<file path="src/logic/seg_offset_pkg.sv">
// Constants and types for the waveform segment time offset block
// How it works
// [RL1] Overdrive segment length shifted by overdrive offset
// [RL2] Overdrive is the largest sample in waveform
// [RL3] Overdrive offset used only in open loop
// [RL4] Overdrive offset signed, scaled by step period
// [RL5] Other positive segments take positive sustain offset
// [RL6] Positive sustain offset is signed two's complement
// [RL7] Other negative segments take negative sustain offset
// [RL8] Negative sustain offset signed, scaled by step
// [RL9] Brake is most negative sample, brake offset
// [RL10] Brake offset used only in open loop
// [RL11] Brake offset signed, scaled by step period
// [RL12] Negative result clamps segment to zero length
// [RL13] Positive sustain uses same step scaling
`default_nettype none
package seg_offset_pkg;
  localparam logic [7:0] ADDR_OVERDRIVE = 8'h0d;
  localparam logic [7:0] ADDR_POS_SUST  = 8'h0e;
  localparam logic [7:0] ADDR_NEG_SUST  = 8'h0f;
  localparam logic [7:0] ADDR_BRAKE     = 8'h10;
  localparam logic [7:0] OFFSET_RESET   = 8'h00;
  localparam logic [7:0] UNMAPPED_READ  = 8'h00;
  localparam int         SEG_DEPTH      = 16;
  localparam logic [8:0] ONE_STEP       = 9'h001;

  typedef enum logic [3:0] {
    ST_IDLE  = 4'h1,
    ST_FETCH = 4'h2,
    ST_CALC  = 4'h4,
    ST_HOLD  = 4'h8
  } seg_state_type;

  typedef enum logic [2:0] {
    KIND_NONE      = 3'h0,
    KIND_OVERDRIVE = 3'h1,
    KIND_POS_SUST  = 3'h2,
    KIND_NEG_SUST  = 3'h3,
    KIND_BRAKE     = 3'h4
  } seg_kind_type;
endpackage : seg_offset_pkg
`default_nettype wire

</file>
<file path="src/logic/seg_store.sv">
// Segment memory with registered read data
`timescale 1ns/1ns
`default_nettype none
module seg_store #(
  parameter int WIDTH = 16,
  parameter int DEPTH = 16,
  parameter int AW    = 4
) (
  input  wire logic             clk_sys,
  input  wire logic             rstn,
  input  wire logic             wr_en,
  input  wire logic [AW-1:0]    wr_addr,
  input  wire logic [WIDTH-1:0] wr_data,
  input  wire logic             rd_en,
  input  wire logic [AW-1:0]    rd_addr,
  output var  logic [WIDTH-1:0] rd_data_q
);
  logic [WIDTH-1:0] mem [DEPTH];
  logic [WIDTH-1:0] rd_data_d;

  always_comb begin
    rd_data_d = rd_en ? mem[rd_addr] : rd_data_q;
  end

  // No reset on the array itself, it is always written before read
  always_ff @(posedge clk_sys) begin
    if (wr_en) begin
      mem[wr_addr] <= wr_data;
    end
  end

  always_ff @(posedge clk_sys or negedge rstn) begin
    if (!rstn) begin
      rd_data_q <= '0;
    end else begin
      rd_data_q <= rd_data_d;
    end
  end
endmodule : seg_store
`default_nettype wire

</file>
<file path="src/logic/segment_time_offsets.sv">
// Segment time offset registers and open-loop segment timing engine
`timescale 1ns/1ns
`default_nettype none
module segment_time_offsets
  import seg_offset_pkg::*;
#(
  parameter int DEPTH = SEG_DEPTH
) (
  input  wire logic        clk_sys,
  input  wire logic        rstn,
  input  wire logic [7:0]  reg_addr,
  input  wire logic [7:0]  reg_wdata,
  input  wire logic        reg_wr,
  input  wire logic        reg_rd,
  output var  logic [7:0]  reg_rdata,
  output var  logic        reg_rvalid,
  input  wire logic        open_loop,
  input  wire logic [15:0] step_cycles,
  input  wire logic        seg_valid,
  output var  logic        seg_ready,
  input  wire logic [7:0]  seg_level,
  input  wire logic [7:0]  seg_steps,
  input  wire logic        seg_last,
  output var  logic        drive_active,
  output var  logic [7:0]  drive_level,
  output var  logic [2:0]  drive_kind,
  output var  logic        play_done
);
  localparam int AW = $clog2(DEPTH);

  // Register file
  logic [7:0] od_q, od_d, ps_q, ps_d, ns_q, ns_d, br_q, br_d;
  logic [7:0] rdata_q, rdata_d;
  logic       rvalid_q, rvalid_d;

  always_comb begin
    od_d     = od_q;
    ps_d     = ps_q;
    ns_d     = ns_q;
    br_d     = br_q;
    rvalid_d = reg_rd;
    rdata_d  = rdata_q;
    if (reg_wr) begin
      case (reg_addr)
        ADDR_OVERDRIVE: od_d = reg_wdata;
        ADDR_POS_SUST:  ps_d = reg_wdata;
        ADDR_NEG_SUST:  ns_d = reg_wdata;
        ADDR_BRAKE:     br_d = reg_wdata;
        default:        od_d = od_q;
      endcase
    end
    if (reg_rd) begin
      case (reg_addr)
        ADDR_OVERDRIVE: rdata_d = od_q;
        ADDR_POS_SUST:  rdata_d = ps_q;
        ADDR_NEG_SUST:  rdata_d = ns_q;
        ADDR_BRAKE:     rdata_d = br_q;
        default:        rdata_d = UNMAPPED_READ;
      endcase
    end
  end

  always_ff @(posedge clk_sys or negedge rstn) begin
    if (!rstn) begin
      od_q     <= OFFSET_RESET;
      ps_q     <= OFFSET_RESET;
      ns_q     <= OFFSET_RESET;
      br_q     <= OFFSET_RESET;
      rdata_q  <= UNMAPPED_READ;
      rvalid_q <= 1'b0;
    end else begin
      od_q     <= od_d;
      ps_q     <= ps_d;
      ns_q     <= ns_d;
      br_q     <= br_d;
      rdata_q  <= rdata_d;
      rvalid_q <= rvalid_d;
    end
  end

  assign reg_rdata  = rdata_q;
  assign reg_rvalid = rvalid_q;

  // Segment storage; the whole waveform is seen before playback
  // because peak and minimum are only known once it is all loaded
  logic          wr_en;
  logic          rd_en;
  logic [15:0]   rd_word;
  logic [AW:0]   count_q, count_d;
  logic [AW:0]   idx_q, idx_d;

  seg_store #(.WIDTH(16), .DEPTH(DEPTH), .AW(AW)) u_store (
    .clk_sys   (clk_sys),
    .rstn      (rstn),
    .wr_en     (wr_en),
    .wr_addr   (count_q[AW-1:0]),
    .wr_data   ({seg_level, seg_steps}),
    .rd_en     (rd_en),
    .rd_addr   (idx_q[AW-1:0]),
    .rd_data_q (rd_word)
  );

  // Sequencer state
  seg_state_type state_q, state_d;
  logic signed [7:0] max_q, max_d, min_q, min_d;
  logic [8:0]  left_q, left_d;
  logic [15:0] cyc_q, cyc_d;
  logic        ready_q, ready_d;
  logic        act_q, act_d;
  logic [7:0]  lvl_q, lvl_d;
  logic [2:0]  kind_q, kind_d;
  logic        done_q, done_d;
  logic        adv;

  logic signed [7:0] cur_level;
  logic [7:0]        cur_steps;
  seg_kind_type      cur_kind;
  logic [7:0]        off_sel;
  logic signed [9:0] sum_d;

  assign cur_level = $signed(rd_word[15:8]);
  assign cur_steps = rd_word[7:0];

  // Classify the fetched segment and pick its offset
  always_comb begin
    cur_kind = KIND_NONE;
    off_sel  = 8'h00;
    if (cur_level == max_q) begin
      cur_kind = KIND_OVERDRIVE; // [RL2]
      off_sel  = open_loop ? od_q : 8'h00; // [RL1] [RL3]
    end else if (cur_level == min_q) begin
      cur_kind = KIND_BRAKE; // [RL9]
      off_sel  = open_loop ? br_q : 8'h00; // [RL9] [RL10]
    end else if (cur_level > 0) begin
      cur_kind = KIND_POS_SUST; // [RL5]
      off_sel  = ps_q;
    end else if (cur_level < 0) begin
      cur_kind = KIND_NEG_SUST; // [RL7]
      off_sel  = ns_q;
    end
    // Offset is a signed count of step periods [RL4] [RL6] [RL8] [RL11] [RL13]
    sum_d = $signed({2'b00, cur_steps}) + $signed({{2{off_sel[7]}}, off_sel});
  end

  assign wr_en = (state_q == ST_IDLE) && seg_valid && ready_q && (count_q < (AW+1)'(DEPTH));
  assign rd_en = (state_q == ST_FETCH);

  always_comb begin
    state_d = state_q;
    count_d = count_q;
    idx_d   = idx_q;
    max_d   = max_q;
    min_d   = min_q;
    left_d  = left_q;
    cyc_d   = cyc_q;
    act_d   = act_q;
    lvl_d   = lvl_q;
    kind_d  = kind_q;
    done_d  = 1'b0;
    adv     = 1'b0;
    case (state_q)
      ST_IDLE: begin
        if (seg_valid && ready_q) begin
          if (wr_en) begin
            count_d = count_q + 1'b1;
          end
          if (count_q == '0 || $signed(seg_level) > max_q) begin
            max_d = $signed(seg_level);
          end
          if (count_q == '0 || $signed(seg_level) < min_q) begin
            min_d = $signed(seg_level);
          end
          if (seg_last) begin
            state_d = ST_FETCH;
            idx_d   = '0;
          end
        end
      end
      ST_FETCH: begin
        state_d = ST_CALC;
      end
      ST_CALC: begin
        if (sum_d > 0) begin
          state_d = ST_HOLD;
          left_d  = sum_d[8:0];
          cyc_d   = '0;
          act_d   = 1'b1;
          lvl_d   = cur_level;
          kind_d  = cur_kind;
        end else begin
          adv = 1'b1; // [RL12]
        end
      end
      ST_HOLD: begin
        if ({1'b0, cyc_q} + 17'h00001 >= {1'b0, step_cycles}) begin
          cyc_d = '0;
          if (left_q == ONE_STEP) begin
            act_d = 1'b0;
            adv   = 1'b1;
          end else begin
            left_d = left_q - ONE_STEP;
          end
        end else begin
          cyc_d = cyc_q + 16'h0001;
        end
      end
      default: begin
        state_d = ST_IDLE;
      end
    endcase
    if (adv) begin
      idx_d = idx_q + 1'b1;
      if (idx_q + 1'b1 >= count_q) begin
        state_d = ST_IDLE;
        count_d = '0;
        done_d  = 1'b1;
      end else begin
        state_d = ST_FETCH;
      end
    end
    ready_d = (state_d == ST_IDLE);
  end

  always_ff @(posedge clk_sys or negedge rstn) begin
    if (!rstn) begin
      state_q <= ST_IDLE;
      count_q <= '0;
      idx_q   <= '0;
      max_q   <= '0;
      min_q   <= '0;
      left_q  <= '0;
      cyc_q   <= '0;
      ready_q <= 1'b1;
      act_q   <= 1'b0;
      lvl_q   <= 8'h00;
      kind_q  <= KIND_NONE;
      done_q  <= 1'b0;
    end else begin
      state_q <= state_d;
      count_q <= count_d;
      idx_q   <= idx_d;
      max_q   <= max_d;
      min_q   <= min_d;
      left_q  <= left_d;
      cyc_q   <= cyc_d;
      ready_q <= ready_d;
      act_q   <= act_d;
      lvl_q   <= lvl_d;
      kind_q  <= kind_d;
      done_q  <= done_d;
    end
  end

  assign seg_ready    = ready_q;
  assign drive_active = act_q;
  assign drive_level  = lvl_q;
  assign drive_kind   = kind_q;
  assign play_done    = done_q;
endmodule : segment_time_offsets
`default_nettype wire

</file>
<file path="config.mk">
export PLATFORM = sky130hd
export DESIGN_NAME = segment_time_offsets
export DESIGN_NICKNAME = d
export VERILOG_FILES = /design/src/logic/seg_offset_pkg.sv /design/src/logic/seg_store.sv /design/src/logic/segment_time_offsets.sv
export SDC_FILE = /design/constraint.sdc
export NUM_CORES = 1
export LEC_CHECK = 0
export BUFFER_PORTS_ARGS = -buffer_cell sky130_fd_sc_hd__buf_2
export CELL_PAD_IN_SITES_DETAIL_PLACEMENT = 1
export CELL_PAD_IN_SITES_GLOBAL_PLACEMENT = 1
export CORE_ASPECT_RATIO = 1.5
export CORE_UTILIZATION = 43
export DETAILED_ROUTE_END_ITERATION = 10
export PLACE_DENSITY = 0.8
export REMOVE_ABC_BUFFERS = 1
export SLEW_MARGIN = 25
export SYNTH_ARGS = -nofsm -noshare
export SYNTH_HDL_FRONTEND = slang
export SYNTH_SLANG_ARGS = --single-unit
</file>
<file path="constraint.sdc">
create_clock -name clk_sys -period 9.2 [get_ports clk_sys]
set_clock_uncertainty 0.05 [all_clocks]
set_input_delay 1.84 -clock clk_sys [delete_from_list [all_inputs] [get_ports clk_sys]]
set_output_delay 1.84 -clock clk_sys [all_outputs]
set_load 0.1 [all_outputs]
</file>
==> results of run 1 <==
registers in the layout (all words and copies together) (netlist names), 3 cells and up:
| signal | cells |
|---|---|
| count_q | 5 |
| max_q | 8 |
| u_store.mem | 256 |
| drive_level | 8 |
| od_q | 8 |
| state_q | 4 |
| drive_kind | 3 |
| left_q | 9 |
| br_q | 8 |
| u_store.rd_data_q | 16 |
| ps_q | 8 |
| cyc_q | 16 |
| ns_q | 8 |
| reg_rdata | 8 |
| idx_q | 5 |
| min_q | 8 |
cells in the mapped netlist (all sizes together) (3+ instances only):
| cell type | number | area (um^2) |
|---|---|---|
| inv | 62 | 233 |
| a22oi | 6 | 50.1 |
| o311ai | 8 | 70.1 |
| nand4 | 10 | 68.8 |
| nor2b | 8 | 50.1 |
| mux2i | 4 | 40.0 |
| a31oi | 8 | 50.1 |
| mux2 | 64 | 721 |
| dfrtp | 124 | 3100 |
| a32o | 16 | 160 |
| ha | 54 | 676 |
| clkbuf | 38 | 143 |
| and3 | 18 | 113 |
| xor2 | 16 | 140 |
| a21o | 9 | 67.6 |
| nor4 | 6 | 43.8 |
| a22o | 18 | 158 |
| and4 | 7 | 63.8 |
| o21a | 5 | 37.5 |
| o22a | 9 | 78.8 |
| a221oi | 8 | 70.1 |
| o211ai | 9 | 67.6 |
| or2 | 3 | 18.8 |
| o21ai | 31 | 155 |
| buf | 11 | 72.6 |
| xnor2 | 22 | 193 |
| nand2 | 57 | 216 |
| and2 | 5 | 33.8 |
| mux4 | 80 | 1800 |
| nor2 | 40 | 153 |
| nor3 | 10 | 50.1 |
| nand2b | 7 | 43.8 |
| edfxtp | 256 | 7690 |
| nor4b | 5 | 43.8 |
| o22ai | 13 | 81.3 |
| a21oi | 41 | 216 |
| nand3 | 20 | 100 |
| or3 | 5 | 31.3 |
worst paths after layout:
path,slack (ps),startpoint,cells past startpoint,endpoint
setup / recovery,3620,u_store.rd_data_q[15],18,cyc_q[11]
hold / removal,430,drive_active,2,drive_active
setup reg to reg,3620,u_store.rd_data_q[15],18,cyc_q[11]
hold reg to reg,430,drive_active,2,drive_active
max in group asynchronous,6600,rstn,2,min_q[0]
min in group asynchronous,1210,rstn,1,cyc_q[6]
power breakdown:
| part | switching (mW) | internal [mW] | leakage, nW |
|---|---|---|---|
| logic | 0.399 | 0.286 | 2.94 |
| clock network | 0.660 | 0.883 | 0.588 |
| registers | 0.141 | 1.94 | 3.92 |
kinds of logic after synthesis:
logic type / count (synthesis) / synth area share, %
buffers and inverters: 111 / 2.58
AO/OA/AOI/OAI: 198 / 8.11
multiplexers: 148 / 14.7
flip-flops: 382 / 62.4
AND/OR/NAND/NOR: 209 / 6.30
adder cells (fa/ha/maj): 55 / 4.00
XOR/XNOR: 38 / 1.91
metal layers:
layer / vias up / global-route usage [%] / part of all wire, %
met1: 5469 / 23.8 / 37
li1: 4629 / - / -
met4: 2 / 7.81 / 2.9
met5: - / 0 / 0.025
met3: 93 / 2.86 / 3.9
met2: 283 / 42.3 / 56
worst max-delay path: cells and delay by family, from the launching register on:
family | cells | cell delay, ps
buffers and inverters | 2 | 380
adders and majority gates | 2 | 560
AOI/OAI and AO/OA | 6 | 1100
xor gates and xnor gates | 2 | 340
and+or+nand+nor | 6 | 2260
DFF | 1 | 790
cell type report:
cell class,instances,area (um^2)
clock inverters,18,225
multi-input cells,648,6160
repair buffers,102,583
well taps,500,626
flip-flops and latches,382,10800
fillers,3885,20000
inverters,62,233
clock buffers,49,995
==> summary.txt, run 1 <==
status: complete, but fails checks
failing checks: DRC
clock tree buffer depth: 3
Final Wtd Congestion: 0.823
sequential area share after synthesis: 62.4%
1st-iter DRT viols: 717
CTS tree: yes
hold slack: 435 ps
Crit Path Max Fanout: 26
Final HPWL DP: 28800 um
HP Class: register to register
final-stage net count: 1343
Max Clock Freq: 179 MHz
endpoints failing setup: 0
share of cells above drive strength 1: 26.5%
commonest non-fill, non-tap cell in the layout: edfxtp_1
Die Area: 41300 um^2
DIE HEIGHT: 248 um
most frequent cells in the layout: edfxtp_1, dfrtp_1, mux4_2
startpoint types: register
drt pass-1 iters: 8
number of I/O pins: 78
first-pass GRT wire length: 67500 um
Antenna Nets Post-Route: 0
max capacitance violation total: 0
antenna diode count: 0
Port Buf Inserts: 77
Design Area, Final: 19700 um^2
Gate Count Post-Synth: 1141
Yosys reg bits: 382
Synth Area per Inst: 15.2 um^2
drt drc: 14
register clock-pin slew on the reported worst setup and hold paths: 60 ps
Synth cell types: 70
clock latency on the worst-skew pair: 540 ps
Synth-to-Final Area Change: 13.1%
vias in the first global route: 11469
Post-synth EDFFs: 256
total CTS buffers: 37
CP Capture Type: register
total setup buffers inserted after CTS: 0
P_leak: 7.45 nW
RSZ-0062 raised after global routing: false
final hold violations: 0
crit path cell chain: xor2_1 -> nor4_1 -> nand2_1 -> nor2_1 -> a22o_1 -> a32o_1 -> ha_1 -> inv_1 -> fa_1 -> nand2b_1 -> a21oi_1 -> xnor2_1 -> nor4b_1 -> a31oi_1 -> a22oi_2 -> buf_4 -> and2_1 -> o22a_1
clock root cell: clkbuf_16
worst path required time: 9620 ps
Synth async-reset ratio: 33.0%
clk sinks: 382
starting density of the core: 43.9%
# rows: 89
Final Power: 4.31 mW
Die Width: 166 um
slew margin rel.: 32.2%
CP arrival: 6010 ps
final core occ: 49.6%
initial antenna violation count: 1
post-cts resize count: 0
Overall Global Routing Usage: 21.6%
final worst slack: 3620 ps
PwrDens: 219 nW/um^2
drt via density: 5.95
Area after DPL: 18400 um^2
Synth Warn #: 0
peak supply drop: 0.000200 V
Worst Setup Path Type: register to register
clock period minus worst slack: 5580 ps
Final Max Slew Viols: 0
wire per inst: 24.6 um
Worst path max stage delay: 790 ps
core region area: 39600 um^2
Vias: 10476
grt total ovfl: 0
Inst Count DP: 1694
CP max stage cell: dfrtp_1
Post-Place Setup Slack: 3690 ps
largest net degree at the start of global routing: 68
Post-Syn Area: 17400 um^2
slew at the pin closest to its max-slew limit: 1020 ps
post-route non-filler standard cell count: 1761
top_reg_cell synth: edfxtp_1
Setup TNS: 0 ps
Post-CTS Hold Fix Bufs: 0
H-tree lvl count: 2
Routed Wire Length: 43400 um
Final period util: 60.7%
Note: power is estimated with default switching activity, not from simulation.
==> inputs of run 2 (changes only) <==
==> constraint.sdc (replaced) <==
create_clock -name clk_sys -period 5.7 [get_ports clk_sys]
set_clock_uncertainty 0.05 [all_clocks]
set_input_delay 1.14 -clock clk_sys [delete_from_list [all_inputs] [get_ports clk_sys]]
set_output_delay 1.14 -clock clk_sys [all_outputs]
set_load 0.1 [all_outputs]
==> summary.txt, run 2 (synthesis results as in run 1) <==
clk sinks: 382 (unchanged)
post-cts resize count: 0 (unchanged)
Design Area, Final: 19800 um^2 (+0.43%)
largest net degree at the start of global routing: 86 (+26%)
clock period minus worst slack: 5250 ps (-334 ps)
Antenna Nets Post-Route: 0 (unchanged)
P_leak: 7.51 nW (+0.81%)
Max Clock Freq: 191 MHz (+6.4%)
grt total ovfl: 0 (unchanged)
initial antenna violation count: 2 (+1)
biggest regs: u_store.mem: 256 flops, cyc_q: 16 flops, u_store.rd_data_q: 16 flops
status: complete, but fails checks
clock root cell: clkbuf_16
peak supply drop: 0.000225 V (+12%)
Worst Setup Path Type: register to register
Port Buf Inserts: 77 (unchanged)
slew margin rel.: 34.8% (+2.6 points)
Final HPWL DP: 28100 um (-2.7%)
commonest non-fill, non-tap cell in the layout: edfxtp_1
startpoint types: register
total setup buffers inserted after CTS: 0 (unchanged)
Post-Place Setup Slack: 565 ps (-3120 ps)
cell mode on critical path: buf_4
failing checks: DRC
Worst path max stage delay: 550 ps (-240 ps)
CP arrival: 5660 ps (-350 ps)
Crit path max-delay family: simple AND/OR/NAND/NOR gates
most frequent cells in the layout: edfxtp_1, dfrtp_1, mux4_2
share of cells above drive strength 1: 26.8% (+0.31 points)
Synth-to-Final Area Change: 13.6%
Top reg by flops: u_store.mem
hold slack: 468 ps (+33.0 ps)
Setup TNS: 0 ps (unchanged)
Post-CTS Hold Fix Bufs: 0 (unchanged)
CP Capture Type: register
final-stage net count: 1349 (+0.45%)
first-pass GRT wire length: 66400 um (-1.7%)
CP bufs+invs: 4 (+2)
Final Max Slew Viols: 0 (unchanged)
drt pass-1 iters: 7 (-1)
RSZ-0062 raised after global routing: false
endpoints failing setup: 0 (unchanged)
PwrDens: 355 nW/um^2 (+62%)
clock latency on the worst-skew pair: 550 ps (about the same)
total CTS buffers: 39 (+5.4%)
DIE HEIGHT: 248 um (unchanged)
H-tree lvl count: 2 (unchanged)
register clock-pin slew on the reported worst setup and hold paths: 60 ps (about the same)
max reg flops: 256 (unchanged)
CTS tree: yes
Final Wtd Congestion: 0.809 (-1.7%)
clock tree buffer depth: 3 (unchanged)
HP Class: register to register
Die Width: 166 um (unchanged)
starting density of the core: 43.9% (unchanged)
final worst slack: 452 ps (-3170 ps)
Routed Wire Length: 43000 um (-0.92%)
drt via density: 5.92 (-0.45%)
number of I/O pins: 78 (unchanged)
final hold violations: 0 (unchanged)
# rows: 89 (unchanged)
1st-iter DRT viols: 687 (-4.2%)
vias in the first global route: 11396 (-0.64%)
wire per inst: 24.3 um (-1.4%)
Die Area: 41300 um^2 (unchanged)
Final period util: 92.1% (+31 points)
core region area: 39600 um^2 (unchanged)
Vias: 10482 (+0.057%)
slew at the pin closest to its max-slew limit: 978 ps (-39.0 ps)
Overall Global Routing Usage: 21.4% (-0.25 points)
crit path cell chain: xor2_1 -> nor4_1 -> nand2_1 -> buf_4 -> nor2_1 -> buf_4 -> a22o_1 -> a32o_1 -> ha_1 -> inv_1 -> fa_1 -> nand2b_1 -> a21oi_1 -> xnor2_1 -> nor4b_1 -> a31oi_1 -> a22oi_2 -> buf_4 -> and2_1 -> a32o_1
Crit Path Max Fanout: 26 (unchanged)
final core occ: 49.8% (+0.21 points)
Area after DPL: 18500 um^2 (+0.12%)
drt drc: 28 (+14)
CP max stage cell: and2_1
max capacitance violation total: 0 (unchanged)
worst path required time: 6120 ps (-3500 ps)
## run 2: cell count changes in the layout (fill, tap and decap cells not counted), moves of 2 or more
cell | before | now
clkinv_2 | 5 | 7
clkbuf_16 | 37 | 40
clkinvlp_4 | 3 | 1
buf_4 | 24 | 29
clkinv_1 | 2 | 6
## run 2: layout make-up
cell class	instances	area [um^2]
fill	3870	19900
antenna	1	2.50
tap	500	626
sequential	382	10800
timing repair buffer	106	609
clock inverter	22	230
multi-input combinational	648	6160
clock buffer	49	1040
inverter	62	233
## run 2: path summary, 6_finish.rpt
kind	startpoint	to	slack, ps	cells after the start
max	u_store.rd_data_q[14]	cyc_q[6]	450	20
min	drive_active	drive_active	470	2
max reg2reg	u_store.rd_data_q[14]	cyc_q[6]	450	20
min reg2reg	drive_active	drive_active	470	2
max in group asynchronous	rstn	drive_level[0]	3890	2
min in group asynchronous	rstn	cyc_q[4]	610	1
## run 2: routing by layer
metal  vias up  GRT usage [%]  routed length [um]
met1      5442           23.3               16000
li1       4656              -                   -
met4         2           9.81                1780
met5         -              0                  12
met2       266           41.0               23500
met3       116           3.03                1650
## run 2: worst reg2reg max path, cell delays in order, from the launching register on
cell	delay, ps
dfrtp_1	440
xor2_1	160
nor4_1	500
nand2_1	110
buf_4	200
nor2_1	240
buf_4	180
a22o_1	120
a32o_1	130
ha_1	160
inv_1	50
fa_1	380
nand2b_1	180
a21oi_1	190
xnor2_1	150
nor4b_1	410
a31oi_1	220
a22oi_2	200
buf_4	340
and2_1	550
a32o_1	210
## run 2: where the power goes
part | total (mW) | switching [mW] | internal, mW
registers | 3.35 | 0.215 | 3.13
clock network | 2.55 | 1.06 | 1.49
logic | 1.11 | 0.644 | 0.469
total | 7.01 | 1.92 | 5.09
## run 2: stage by stage
step | power, mW | instances
after floorplan | 4.12 | 1092
after global placement | 4.45 | 1698
after detailed placement | 4.51 | 1698
after CTS | 7.08 | 1769
after global routing | 7.30 | 1769
final | 7.01 | 1770
